--- src/hdl/qsr_defs.svh ---
// Constants for the fault status block: select codes, field positions,
// reset values. Assumes inclusion by bare name from the design files.
`ifndef QSR_DEFS_SVH
`define QSR_DEFS_SVH

// Register select codes on the status command port
`define QSR_SEL_OP_EVENT 3'h0
`define QSR_SEL_OP_ENABLE 3'h1
`define QSR_SEL_COND 3'h2
`define QSR_SEL_EVENT 3'h3
`define QSR_SEL_ENABLE 3'h4
`define QSR_SEL_FALL 3'h5
`define QSR_SEL_RISE 3'h6

// Field widths and condition bit positions
`define QSR_FAULT_W 9
`define QSR_WORD_W 16
`define QSR_BIT_OVERVOLTAGE 8
`define QSR_BIT_LINE_INPUT 7
`define QSR_BIT_OVERCURRENT 6
`define QSR_BIT_FAN 5
`define QSR_BIT_SHORT 4
`define QSR_BIT_OVERTEMP 3
`define QSR_BIT_OVERPOWER 2
`define QSR_BIT_DCDC 1
`define QSR_BIT_ACDC 0

// Reset values
`define QSR_RST_ENABLE 9'h000
`define QSR_RST_FALL 9'h000
`define QSR_RST_RISE 9'h1FF
`define QSR_ALL_FAULTS 9'h1FF
`define QSR_NO_FAULTS 9'h000
`define QSR_ZERO_WORD 16'h0000
`define QSR_ZERO_UPPER 7'h00

`endif

--- src/hdl/qsr_pkg.sv ---
// Types shared by the fault status block.
// Assumes the defs header is compiled alongside.
`include "qsr_defs.svh"
package qsr_pkg;
  typedef logic [`QSR_FAULT_W-1:0] fault_vec_type;
  typedef logic [`QSR_WORD_W-1:0] word_type;
  typedef logic [2:0] sel_type;
endpackage : qsr_pkg

--- src/hdl/qsr_edge_if.sv ---
// Carrier between the register front end and the per-bit edge latch.
// Assumes both ends run on the same clock.
`timescale 1ns/1ps
interface qsr_edge_if;
  qsr_pkg::fault_vec_type cond_now;
  qsr_pkg::fault_vec_type cond_prev;
  qsr_pkg::fault_vec_type rise_filter;
  qsr_pkg::fault_vec_type fall_filter;
  qsr_pkg::fault_vec_type clear_mask;
  qsr_pkg::fault_vec_type event_bits;
  modport ctrl (output cond_now, cond_prev, rise_filter, fall_filter, clear_mask,
    input event_bits);
  modport latch (input cond_now, cond_prev, rise_filter, fall_filter, clear_mask,
    output event_bits);
endinterface : qsr_edge_if

--- src/hdl/fault_edge_latch.sv ---
// Per-bit transition filter and sticky event latch.
// Assumes a synchronised active-low reset and one clock.
`timescale 1ns/1ps
`include "qsr_defs.svh"
module fault_edge_latch (
  // Clock and reset
  input wire logic clk_in,
  input wire logic rst_n_in,
  // Link to the register front end
  qsr_edge_if.latch edge_if
);
  qsr_pkg::fault_vec_type event_ff;
  qsr_pkg::fault_vec_type nxt_event;
  qsr_pkg::fault_vec_type rise_hit;
  qsr_pkg::fault_vec_type fall_hit;

  genvar i;
  generate
    for (i = 0; i < `QSR_FAULT_W; i++)
    begin : g_bit
      // Edge seen between two registered samples
      assign rise_hit[i] = edge_if.cond_now[i] & ~edge_if.cond_prev[i]
        & edge_if.rise_filter[i];
      assign fall_hit[i] = ~edge_if.cond_now[i] & edge_if.cond_prev[i]
        & edge_if.fall_filter[i];
      // Set beats clear so an edge during a read is kept
      assign nxt_event[i] = rise_hit[i] | fall_hit[i]
        | (event_ff[i] & ~edge_if.clear_mask[i]);

    end
  endgenerate

  // Sticky event register
  always_ff @(posedge clk_in or negedge rst_n_in)
  begin
    if (!rst_n_in)
      event_ff <= `QSR_NO_FAULTS;
    else
      event_ff <= nxt_event;
  end

  assign edge_if.event_bits = event_ff;
endmodule : fault_edge_latch

--- src/hdl/questionable_status_reporting.sv ---
// Fault status reporting: live condition, filtered event latch, summary bit.
// Assumes fault lines and commands synchronous to clk_in, one command a cycle.
`timescale 1ns/1ps
`include "qsr_defs.svh"
module questionable_status_reporting (
  // Clock and reset
  input wire logic clk_in,
  input wire logic rst_n_in,
  // Fault detector lines
  input wire logic output_overvoltage_fault_in,
  input wire logic line_input_fault_in,
  input wire logic overcurrent_fault_in,
  input wire logic fan_failure_fault_in,
  input wire logic output_short_fault_in,
  input wire logic overtemperature_fault_in,
  input wire logic overpower_fault_in,
  input wire logic inner_dcdc_stage_fault_in,
  input wire logic inner_acdc_stage_fault_in,
  // Status command port
  input wire logic cmd_valid_in,
  input wire logic cmd_write_in,
  input wire logic [2:0] cmd_sel_in,
  input wire logic [15:0] cmd_wdata_in,
  output logic rsp_valid_out,
  output logic [15:0] rsp_data_out,
  // Status byte summary
  input wire logic summary_enable_in,
  output logic fault_summary_bit_out
);
  logic rst_sync1_ff;
  logic rst_sync2_ff;
  logic rst_n;
  qsr_pkg::fault_vec_type fault_vec;
  qsr_pkg::fault_vec_type cond_ff;
  qsr_pkg::fault_vec_type prev_ff;
  qsr_pkg::fault_vec_type mask_ff;
  qsr_pkg::fault_vec_type fall_ff;
  qsr_pkg::fault_vec_type rise_ff;
  qsr_pkg::fault_vec_type nxt_mask;
  qsr_pkg::fault_vec_type nxt_fall;
  qsr_pkg::fault_vec_type nxt_rise;
  qsr_pkg::fault_vec_type wr_field;
  qsr_pkg::fault_vec_type rd_field;
  qsr_pkg::word_type nxt_rsp_data;
  logic rsp_valid_ff;
  qsr_pkg::word_type rsp_data_ff;
  logic summary_ff;
  logic nxt_summary;
  logic rd_cmd;
  logic wr_cmd;
  logic rd_event;
  qsr_edge_if edge_if ();

  // True when a command of the given kind targets the given register
  function automatic logic hits(input logic valid, input logic kind,
    input qsr_pkg::sel_type sel, input qsr_pkg::sel_type code);
    hits = valid & kind & (sel == code);
  endfunction : hits

  // Reset release through two stages; the first stage feeds only the second
  always_ff @(posedge clk_in or negedge rst_n_in)
  begin
    if (!rst_n_in)
    begin
      rst_sync1_ff <= 1'b0;
      rst_sync2_ff <= 1'b0;
    end
    else
    begin
      rst_sync1_ff <= 1'b1;
      rst_sync2_ff <= rst_sync1_ff;
    end
  end
  assign rst_n = rst_sync2_ff;

  // Fault lines gathered into the condition layout
  assign fault_vec[`QSR_BIT_OVERVOLTAGE] = output_overvoltage_fault_in;
  assign fault_vec[`QSR_BIT_LINE_INPUT] = line_input_fault_in;
  assign fault_vec[`QSR_BIT_OVERCURRENT] = overcurrent_fault_in;
  assign fault_vec[`QSR_BIT_FAN] = fan_failure_fault_in;
  assign fault_vec[`QSR_BIT_SHORT] = output_short_fault_in;
  assign fault_vec[`QSR_BIT_OVERTEMP] = overtemperature_fault_in;
  assign fault_vec[`QSR_BIT_OVERPOWER] = overpower_fault_in;
  assign fault_vec[`QSR_BIT_DCDC] = inner_dcdc_stage_fault_in;
  assign fault_vec[`QSR_BIT_ACDC] = inner_acdc_stage_fault_in;

  // Command decode; writes keep only the nine meaningful bits
  assign rd_cmd = cmd_valid_in & ~cmd_write_in;
  assign wr_cmd = cmd_valid_in & cmd_write_in;
  assign wr_field = cmd_wdata_in[`QSR_FAULT_W-1:0];
  assign rd_event = hits(cmd_valid_in, ~cmd_write_in, cmd_sel_in, `QSR_SEL_EVENT);
  assign nxt_mask = hits(cmd_valid_in, cmd_write_in, cmd_sel_in, `QSR_SEL_ENABLE)
    ? wr_field : mask_ff;
  assign nxt_fall = hits(cmd_valid_in, cmd_write_in, cmd_sel_in, `QSR_SEL_FALL)
    ? wr_field : fall_ff;
  assign nxt_rise = hits(cmd_valid_in, cmd_write_in, cmd_sel_in, `QSR_SEL_RISE)
    ? wr_field : rise_ff;

  // Read selection; the operation pair and unknown selects answer zero
  assign rd_field = (cmd_sel_in == `QSR_SEL_COND) ? cond_ff
    : (cmd_sel_in == `QSR_SEL_EVENT) ? edge_if.event_bits
    : (cmd_sel_in == `QSR_SEL_ENABLE) ? mask_ff
    : (cmd_sel_in == `QSR_SEL_FALL) ? fall_ff
    : (cmd_sel_in == `QSR_SEL_RISE) ? rise_ff
    : `QSR_NO_FAULTS;
  assign nxt_rsp_data = rd_cmd ? {`QSR_ZERO_UPPER, rd_field} : `QSR_ZERO_WORD;

  // Summary uses the held events with the read-clear applied, not this cycle's new edges, so a read-clear drops it at once
  assign nxt_summary = summary_enable_in & (|(edge_if.event_bits & ~edge_if.clear_mask
    & mask_ff));

  // Condition sample and previous sample for edge finding
  always_ff @(posedge clk_in or negedge rst_n)
  begin
    if (!rst_n)
    begin
      cond_ff <= `QSR_NO_FAULTS;
      prev_ff <= `QSR_NO_FAULTS;
    end
    else
    begin
      cond_ff <= fault_vec;
      prev_ff <= cond_ff;
    end
  end

  // Host-writable masks and filters
  always_ff @(posedge clk_in or negedge rst_n)
  begin
    if (!rst_n)
    begin
      mask_ff <= `QSR_RST_ENABLE;
      fall_ff <= `QSR_RST_FALL;
      rise_ff <= `QSR_RST_RISE;
    end
    else
    begin
      mask_ff <= nxt_mask;
      fall_ff <= nxt_fall;
      rise_ff <= nxt_rise;
    end
  end

  // Answer one cycle after every command; writes answer zero
  always_ff @(posedge clk_in or negedge rst_n)
  begin
    if (!rst_n)
    begin
      rsp_valid_ff <= 1'b0;
      rsp_data_ff <= `QSR_ZERO_WORD;
      summary_ff <= 1'b0;
    end
    else
    begin
      rsp_valid_ff <= cmd_valid_in;
      rsp_data_ff <= nxt_rsp_data;
      summary_ff <= nxt_summary;
    end
  end

  // Hand the samples and filters to the edge latch
  assign edge_if.cond_now = cond_ff;
  assign edge_if.cond_prev = prev_ff;
  assign edge_if.rise_filter = rise_ff;
  assign edge_if.fall_filter = fall_ff;
  assign edge_if.clear_mask = rd_event ? `QSR_ALL_FAULTS : `QSR_NO_FAULTS;

  fault_edge_latch u_latch (
    .clk_in(clk_in),
    .rst_n_in(rst_n),
    .edge_if(edge_if)
  );

  assign rsp_valid_out = rsp_valid_ff;
  assign rsp_data_out = rsp_data_ff;
  assign fault_summary_bit_out = summary_ff;
endmodule : questionable_status_reporting

--- config.mk ---
export PLATFORM = sky130hd
export DESIGN_NAME = questionable_status_reporting
export DESIGN_NICKNAME = d
export VERILOG_FILES = /design/src/hdl/qsr_pkg.sv /design/src/hdl/qsr_edge_if.sv /design/src/hdl/fault_edge_latch.sv /design/src/hdl/questionable_status_reporting.sv
export VERILOG_INCLUDE_DIRS = /design/src /design/src/hdl
export SDC_FILE = /design/constraint.sdc
export NUM_CORES = 1
export LEC_CHECK = 0
export CAP_MARGIN = 30
export CORE_ASPECT_RATIO = 2
export CORE_MARGIN = 4
export CORE_UTILIZATION = 33
export CTS_BUF_LIST = sky130_fd_sc_hd__clkbuf_8 sky130_fd_sc_hd__clkbuf_16
export CTS_CLUSTER_SIZE = 12
export DETAILED_ROUTE_END_ITERATION = 10
export DONT_BUFFER_PORTS = 1
export GPL_ROUTABILITY_DRIVEN = 0
export SETUP_SLACK_MARGIN = 0.3
export SYNTH_ARGS = -nofsm -noshare
export SYNTH_HDL_FRONTEND = slang
export SYNTH_SLANG_ARGS = --single-unit
--- constraint.sdc ---
create_clock -name clk_in -period 2.6 [get_ports clk_in]
set_clock_uncertainty 0.2 [all_clocks]
set_input_delay 0.13 -clock clk_in [delete_from_list [all_inputs] [get_ports clk_in]]
set_output_delay 0.13 -clock clk_in [all_outputs]
set_load 0.1 [all_outputs]
==> run summary, run 1 <==
Num CTS Buffers -> 9
drt drc -> 0
register bit count reported by yosys -> 67
most frequent cell after synthesis -> dfrtp_1
grt ovf -> 0
initial DRC count -> 152
ant diodes -> 0
number of synthesized flops with an enable pin -> 0
initial antenna violation count -> 0
All-Layer GR Usage -> 13.5%
drt via density -> 5.22
fillers -> 787
Worst VDD drop -> 0.363 mV
CP Launch Type -> primary input
IO Pins -> 51
CTS H-tree depth -> 3
Mapped Cells -> 202
CTS tree -> done
HPWL Detailed -> 3900 um
Reg area -> 1690 um^2
Setup violations, final -> 0
Max Slew Vio Count -> 0
Distinct cells, synth -> 34
CTS Buffer Depth -> 2
crit path kind -> primary input to flop
# port buffers -> 0
core outline area -> 8230 um^2
RSZ-0062 raised after global routing -> no
Netlist Area Pre-Place -> 2790 um^2
ANT nets after route -> 0
Leak -> 1.52 nW
Worst setup EP type -> flop
ys async rst share -> 100%
Max Cap Viol -> 0
layout net count -> 269
dpl ws -> 932 ps
worst-path fanout max -> 12
syn_area_per_cell -> 13.8 um^2
WL final -> 5990 um
vias in the first global route -> 1846
Ys Warns -> 0
global-route wire length before repair -> 9780 um
status -> completed
clk_lat worst skew -> 340 ps
Sink Count -> 67
CTS root buf -> clkbuf_16
share of cells above drive strength 1 -> 28.6%
slack of the critical path -> 756 ps
Hold Path Class -> primary input to flop
Rows -> 47
largest cells by area after synthesis -> dfrtp_1 (52%), mux2_2 (11%), dfstp_2 (8.5%)
via count -> 1769
largest net degree at the start of global routing -> 66
CP arrival -> 1850 ps
cts repair resizes -> 0
PwrDens -> 914 nW/um^2
setup TNS -> 0 ps
drt pass-1 iters -> 4
overall die height -> 138 um
Pwr Total -> 3.20 mW
Main synth FF type -> dfrtp_1
Wirelength per Cell -> 17.7 um
area delta synth->final -> 25.6%
post-synth top area cell -> dfrtp_1
Initial Utilization -> 33.8%
area of the multi-input gates -> 1020 um^2
Tmin final -> 1840 ps
most common library cells after synthesis -> dfrtp_1 (58), mux2_2 (27), nand2_1 (18)
Worst EP required -> 2600 ps
Seq/Total Area, Yosys -> 60.6%
post-synth top area share -> 52.1%
Slew @ Worst Pin -> 898 ps
clock-pin slew on the worst setup and hold paths -> 50 ps
Fmax -> 0.542 GHz
full die area -> 10100 um^2
Rel. slew slack -> 40.1%
die width -> 73.0 um
endpoints failing hold -> 0
crit share post-route -> 70.9%
-- per-layer routing --
metal / routed length, um / up-vias / global-route usage [%]
li1: - / 796 / -
met1: 2400 / 911 / 14.8
met5: 0 / - / 0
met2: 3090 / 50 / 21.8
met4: 214 / 0 / 8.93
met3: 288 / 12 / 4.43
-- cells in the final DEF (no fill, tap or decap), types with 2 or more instances in the layout --
master and instances:
clkbuf_16 9, clkinv_2 2, nor3_4 2, nand2_1 18
dlygate4sd3_1 29, o21ai_0 2, nor2b_1 2, bufinv_16 3
conb_1 8, mux2_4 9, a22oi_1 9, dfrtp_1 57
mux2i_1 8, o22ai_1 16, mux2_2 27, a21o_1 9
dfstp_2 9
-- state kept, by name (all words and copies together) (netlist names) --
name	flops
rst_n	1
edge_if.fall_filter	9
rst_sync1_ff	1
cond_ff	9
mask_ff	9
u_latch.edge_if.event_bits	9
fault_summary_bit_out	1
rsp_data_out	9
rsp_valid_out	1
edge_if.cond_prev	9
edge_if.rise_filter	9
-- worst max-delay path: stages --
cell	delay, ps
dlygate4sd3_1	1030
mux2_2	410
a22oi_1	180
o22ai_1	100
-- path summary, 6_finish.rpt --
kind | endpoint | start | depth (start not counted) | slack, ps
min in group asynchronous | edge_if.fall_filter[3] | rst_n | 1 | 60
setup reg to reg | rsp_data_out[8] | u_latch.edge_if.event_bits[8] | 4 | 860
hold / removal | rsp_data_out[2] | cmd_sel_in[0] | 3 | 7
setup / recovery | rsp_data_out[7] | cmd_sel_in[0] | 4 | 760
hold reg to reg | edge_if.fall_filter[3] | rst_n | 1 | 60
max in group asynchronous | rst_n | rst_n_in | 2 | 1710
-- report_power, final --
part           switching [mW]  total [mW]  internal, mW
Sequential              0.194        1.41          1.22
Combinational           0.175       0.402         0.227
Clock                   0.455        1.39         0.934
Total                   0.824        3.20          2.38
-- timing repair --
item                                   in CTS  in global routing
setup endpoints to repair                   0                  1
buffers inserted                            0                  0
endpoints found under the hold margin      49                  0
hold buffers                               30                  0
-- per-stage QoR --
step	hold WS [ps]	instance area, um^2	std cells	utilization [%]
6_report	7.26	3500	339	42.5
5_1_grt	26.0	3500	339	42.5
4_1_cts	1.67	3510	340	42.6
3_5_place_dp	-366	2870	294	34.8
3_3_place_gp	-366	2870	294	34.8
2_1_floorplan	-366	2810	208	-
-- logic make-up after synthesis --
logic type | count (synthesis) | share of synthesized area [%]
flip-flops | 67 | 60.6
buffers and inverters | 17 | 3.68
other | 2 | 0.270
AO/OA/AOI/OAI | 43 | 10.8
AND/OR/NAND/NOR | 29 | 6.02
multiplexers | 44 | 18.6
-- layout make-up --
cell class	count	share of cell area (%)
multi-input combinational	124	29.1
tap	98	3.50
inverter	3	0.322
clock buffer	9	6.43
timing repair buffer	31	9.08
sequential	67	48.2
clock inverter	7	3.32
(Power assumes the default switching activity.)
==> inputs of run 2 (changes only) <==
==> constraint.sdc (replaced) <==
create_clock -name clk_in -period 1.7 [get_ports clk_in]
set_clock_uncertainty 0.2 [all_clocks]
set_input_delay 0.085 -clock clk_in [delete_from_list [all_inputs] [get_ports clk_in]]
set_output_delay 0.085 -clock clk_in [all_outputs]
set_load 0.1 [all_outputs]
==> run summary, run 2 (synthesized netlist as in run 1, its figures left out) <==
status -> finished, violations left (was completed)
failing checks -> negative hold slack
vias in the first global route -> 1892 (was 1846)
commonest non-fill, non-tap cells in the layout -> dfrtp_1 (57), mux2_2 (27), dlygate4sd3_1 (23) (was dfrtp_1 (57), dlygate4sd3_1 (29), mux2_2 (27))
crit path buf inv count -> 0 (was 1)
crit-path leading delay family -> compound AO/OA/AOI/OAI gates (was buffers and inverters)
CP Launch Type -> flop (was primary input)
All-Layer GR Usage -> 13.0% (was 13.5%)
clock-pin slew on the worst setup and hold paths -> 50 ps (about the same)
setup TNS -> 0 ps (unchanged)
CTS tree -> done (unchanged)
drt via density -> 5.00 (was 5.22)
RSZ-0062 raised after global routing -> yes (was no)
overall die height -> 138 um (unchanged)
HPWL Detailed -> 4100 um (was 3900 um)
ant diodes -> 0 (unchanged)
Rows -> 47 (unchanged)
Num CTS Buffers -> 9 (unchanged)
Hold Slack -> -414 ps (was 7.26 ps)
Fmax -> 0.733 GHz
core outline area -> 8230 um^2 (unchanged)
crit path kind -> flop to flop (was primary input to flop)
drt drc -> 0 (unchanged)
layout net count -> 280 (was 269)
via count -> 1751 (was 1769)
CTS H-tree depth -> 3 (unchanged)
die width -> 73.0 um (unchanged)
largest net degree at the start of global routing -> 33 (was 66)
share of cells above drive strength 1 -> 33.3% (was 28.6%)
CTS Buffer Depth -> 2 (unchanged)
global-route wire length before repair -> 9570 um (was 9780 um)
Placed Cells -> 311 (was 294)
IO Pins -> 51 (unchanged)
Setup violations, final -> 0 (unchanged)
# port buffers -> 0 (unchanged)
full die area -> 10100 um^2 (unchanged)
Max Slew Vio Count -> 0 (unchanged)
Wirelength per Cell -> 16.8 um (was 17.7 um)
Sink Count -> 67 (unchanged)
CP max stage delay -> 490 ps (was 1030 ps)
Tmin final -> 1370 ps
commonest non-fill, non-tap cell in the layout -> dfrtp_1 (unchanged)
Worst VDD drop -> 0.479 mV (was 0.363 mV)
Non-Filler Instances -> 350 (was 339)
WL final -> 5880 um (was 5990 um)
final core occ -> 42.5% (about the same)
drt pass-1 iters -> 4 (unchanged)
initial DRC count -> 160 (was 152)
critical path's slowest cell -> a222oi_1 (was dlygate4sd3_1)
clk_lat worst skew -> 330 ps (was 340 ps)
crit share post-route -> 80.3%
Initial Utilization -> 33.8% (unchanged)
Max Cap Viol -> 0 (unchanged)
Hold Path Class -> primary input to flop (unchanged)
Leak -> 1.55 nW (was 1.52 nW)
area delta synth->final -> 25.7% (was 25.6%)
worst-path fanout max -> 3 (was 12)
Worst EP required -> 1680 ps (was 2600 ps)
initial antenna violation count -> 0 (unchanged)
crit-path cells -> a222oi_1 -> a31oi_1 (was dlygate4sd3_1 -> mux2_2 -> a22oi_1 -> o22ai_1)
CP arrival -> 1350 ps (was 1850 ps)
cts repair resizes -> 0 (unchanged)
PwrDens -> 1270 nW/um^2 (was 914 nW/um^2)
endpoints failing hold -> 21 (was 0)
grt ovf -> 0 (unchanged)
CTS root buf -> clkbuf_16 (unchanged)
ANT nets after route -> 0 (unchanged)
Worst setup EP type -> flop (unchanged)
## run 2: repair_timing
item | in CTS | in global routing
buffers inserted | 0 | 0
endpoints found under the setup margin | 0 | 1
hold endpoints to repair | 49 | 10
hold buffers | 22 | 1
## run 2: per-layer routing
metal  GRT usage [%]  vias up  wire, um
met5               0        -         0
met2            22.2       45      3140
li1                -      815         -
met3            3.05       10       275
met4            7.70        0       164
met1            14.3      881      2300
## run 2: worst paths after layout
check / start / end / slack [ps] / cells after the start
max reg2reg: mask_ff[7] / fault_summary_bit_out / 330 / 2
min reg2reg: rst_n / edge_if.fall_filter[0] / -10 / 0
max in group asynchronous: rst_n / edge_if.rise_filter[5] / 740 / 1
max: mask_ff[7] / fault_summary_bit_out / 330 / 2
min in group asynchronous: rst_n / edge_if.fall_filter[0] / -10 / 0
min: cmd_valid_in / rsp_valid_out / -410 / 0
## run 2: area by class of cell
class                   instances  area [um^2]
clock buffers                  11          253
fillers                       814         4730
multi-input cells             124         1020
inverters                       3         11.3
well taps                      98          123
clock inverters                 5         22.5
repair buffers                 42          385
flip-flops and latches         67         1690
## run 2: per-stage QoR
stage / setup WS [ps] / area (um^2) / total power [mW]
4_1_cts: 324 / 3490 / 4.51
2_1_floorplan: 362 / 2810 / 2.62
5_1_grt: 278 / 3500 / 4.66
6_report: 335 / 3500 / 4.45
3_5_place_dp: 313 / 3000 / 2.76
3_3_place_gp: 322 / 3000 / 2.74
## run 2: worst reg2reg max path: cells and delay by family (launching register included)
kind	cells	cell delay (ps)
compound gates	2	640
flops	1	380
## run 2: power breakdown
group | total [mW] | switching [mW] | internal [mW]
Clock | 1.67 | 0.621 | 1.05
Combinational | 0.735 | 0.375 | 0.360
Sequential | 2.04 | 0.182 | 1.86
Total | 4.45 | 1.18 | 3.27
==> inputs of run 3 (changes only) <==
==> constraint.sdc (replaced) <==
create_clock -name clk_in -period 1.22 [get_ports clk_in]
set_clock_uncertainty 0.2 [all_clocks]
set_input_delay 0.061 -clock clk_in [delete_from_list [all_inputs] [get_ports clk_in]]
set_output_delay 0.061 -clock clk_in [all_outputs]
set_load 0.1 [all_outputs]
==> run summary, run 3 (synthesized netlist as in run 1, its figures left out) <==
worst flop-to-flop path endpoint -> fault_summary_bit_out (unchanged)
layout net count -> 314 (was 280)
crit share post-route -> 116% (was 80.3%)
Hold Path Class -> primary input to flop (unchanged)
Placed Cells -> 337 (was 311)
CP arrival -> 1420 ps (was 1350 ps)
Fmax -> 0.706 GHz (was 0.733 GHz)
Num CTS Buffers -> 9 (unchanged)
Worst VDD drop -> 0.936 mV (was 0.479 mV)
status -> finished, violations left (unchanged)
vias in the first global route -> 2023 (was 1892)
clock-pin slew on the worst setup and hold paths -> 50 ps (about the same)
clk_lat worst skew -> 330 ps (about the same)
endpoints failing hold -> 29 (was 21)
drt via density -> 4.83 (was 5.00)
Hold Slack -> -446 ps (was -414 ps)
CP Launch Type -> flop (unchanged)
overall die height -> 138 um (unchanged)
r2r startpoint -> u_latch.edge_if.event_bits[7] (was mask_ff[7])
initial DRC count -> 97 (was 160)
Max Cap Viol -> 0 (unchanged)
ANT nets after route -> 0 (unchanged)
die width -> 73.0 um (unchanged)
Rows -> 47 (unchanged)
Worst EP required -> 1230 ps (was 1680 ps)
PwrDens -> 1660 nW/um^2 (was 1270 nW/um^2)
# port buffers -> 0 (unchanged)
slack of the critical path -> -197 ps (was 335 ps)
RSZ-0062 raised after global routing -> yes (unchanged)
crit path kind -> flop to flop (unchanged)
core outline area -> 8230 um^2 (unchanged)
grt ovf -> 0 (unchanged)
Worst R2R Setup Slack -> -200 ps (was 330 ps)
Max Slew Vio Count -> 0 (unchanged)
CTS H-tree depth -> 3 (unchanged)
Wirelength per Cell -> 17.3 um (was 16.8 um)
area delta synth->final -> 50.8% (was 25.7%)
commonest non-fill, non-tap cell in the layout -> dfrtp_1 (unchanged)
drt pass-1 iters -> 4 (unchanged)
CTS root buf -> clkbuf_16 (unchanged)
Leak -> 1.86 nW (was 1.55 nW)
Non-Filler Instances -> 384 (was 350)
Slew @ Worst Pin -> 950 ps
DP Area -> 3410 um^2 (was 3000 um^2)
hold path endpoint -> rsp_valid_out (unchanged)
Pwr Total -> 6.97 mW (was 4.45 mW)
R2R cell count -> 3 (was 2)
dpl ws -> -216 ps (was 313 ps)
drt drc -> 0 (unchanged)
full die area -> 10100 um^2 (unchanged)
WL final -> 6660 um (was 5880 um)
HPWL Detailed -> 4720 um (was 4100 um)
via count -> 1853 (was 1751)
All-Layer GR Usage -> 14.8% (was 13.0%)
CTS Buffer Depth -> 2 (unchanged)
hold path depth -> 0 (unchanged)
Worst setup EP type -> flop (unchanged)
initial antenna violation count -> 0 (unchanged)
global-route wire length before repair -> 10800 um (was 9570 um)
ant diodes -> 0 (unchanged)
largest net degree at the start of global routing -> 38 (was 33)
Sink Count -> 67 (unchanged)
worst-path fanout max -> 2 (was 3)
CTS tree -> done (unchanged)
worst hold start -> cmd_valid_in (unchanged)
design area -> 4200 um^2 (was 3500 um^2)
commonest non-fill, non-tap cells in the layout -> dfrtp_1 (46), mux2_4 (33), buf_4 (22) (was dfrtp_1 (57), mux2_2 (27), dlygate4sd3_1 (23))
Setup violations, final -> 3 (was 0)
IO Pins -> 51 (unchanged)
failing checks -> negative hold slack, negative setup slack (was negative hold slack)
share of cells above drive strength 1 -> 54.2% (was 33.3%)
Post-CTS Hold Buffers -> 21 (was 22)
Rel. slew slack -> 36.5%
Tmin final -> 1420 ps (was 1370 ps)
Initial Utilization -> 33.8% (unchanged)
-- run 3: cell types whose count changed in the layout (fill, tap and decap cells not counted), moves of 8 or more --
cell     change
buf_6       +20
a22oi_2      +8
mux2_4      +24
buf_12      +12
nand2_1      -9
dfrtp_1     -11
mux2_2      -24
a22oi_1      -8
dfrtp_2     +10
nand2_2      +8
-- run 3: metrics by stage --
step / TNS (ps) / hold WS, ps / util (%)
5_1_grt: -615 / -463 / 51.0
3_5_place_dp: -2020 / -435 / 41.4
4_1_cts: -359 / -456 / 49.8
2_1_floorplan: -545 / -435 / -
3_3_place_gp: -1520 / -435 / 41.4
6_report: -331 / -446 / 51.0
-- run 3: report_power, final --
group	leakage [nW]	total (mW)	internal [mW]	switching (mW)
Clock	0.149	2.33	1.45	0.879
Combinational	0.952	1.75	1.05	0.695
Sequential	0.764	2.89	2.60	0.290
Total	1.86	6.97	5.10	1.86
-- run 3: timing repair --
| item | CTS | global route |
|---|---|---|
| buffers inserted | 7 | 3 |
| gates cloned | 0 | 0 |
| hold endpoints to repair | 49 | 29 |
| setup endpoints to repair | 57 | 57 |
| gates resized for setup | 42 | 18 |
| pin swaps | 11 | 10 |
-- run 3: worst max-delay path: stages, from the launching register on --
cell	delay, ps
dfrtp_1	380
a222oi_1	470
buf_4	190
a31oi_1	60
-- run 3: final cells by class --
cell class              instances  area, um^2
clock buffers                  11         253
clock inverters                 5        21.3
fillers                       719        4030
inverters                       3        12.5
multi-input cells             124        1230
flip-flops and latches         67        1710
well taps                      98         123
repair buffers                 76         861
-- run 3: worst max-delay path by stage --
stage | slack (ps) | depth (start not counted) | startpoint | endpoint
after detailed placement | -220 | 3 | mask_ff[7] | fault_summary_bit_out
after floorplan | -40 | 3 | cmd_sel_in[0] | mask_ff[3]
after global placement | -230 | 3 | mask_ff[3] | fault_summary_bit_out
final | -200 | 3 | u_latch.edge_if.event_bits[7] | fault_summary_bit_out
after global routing | -200 | 3 | u_latch.edge_if.event_bits[7] | fault_summary_bit_out
after CTS | -220 | 3 | u_latch.edge_if.event_bits[7] | fault_summary_bit_out
-- run 3: per-layer routing --
layer,global-route usage [%],up-vias,routed length (um)
li1,-,883,-
met1,16.1,927,2520
met2,25.7,36,3750
met3,4.14,7,266
met4,7.39,0,122
met5,0,-,0
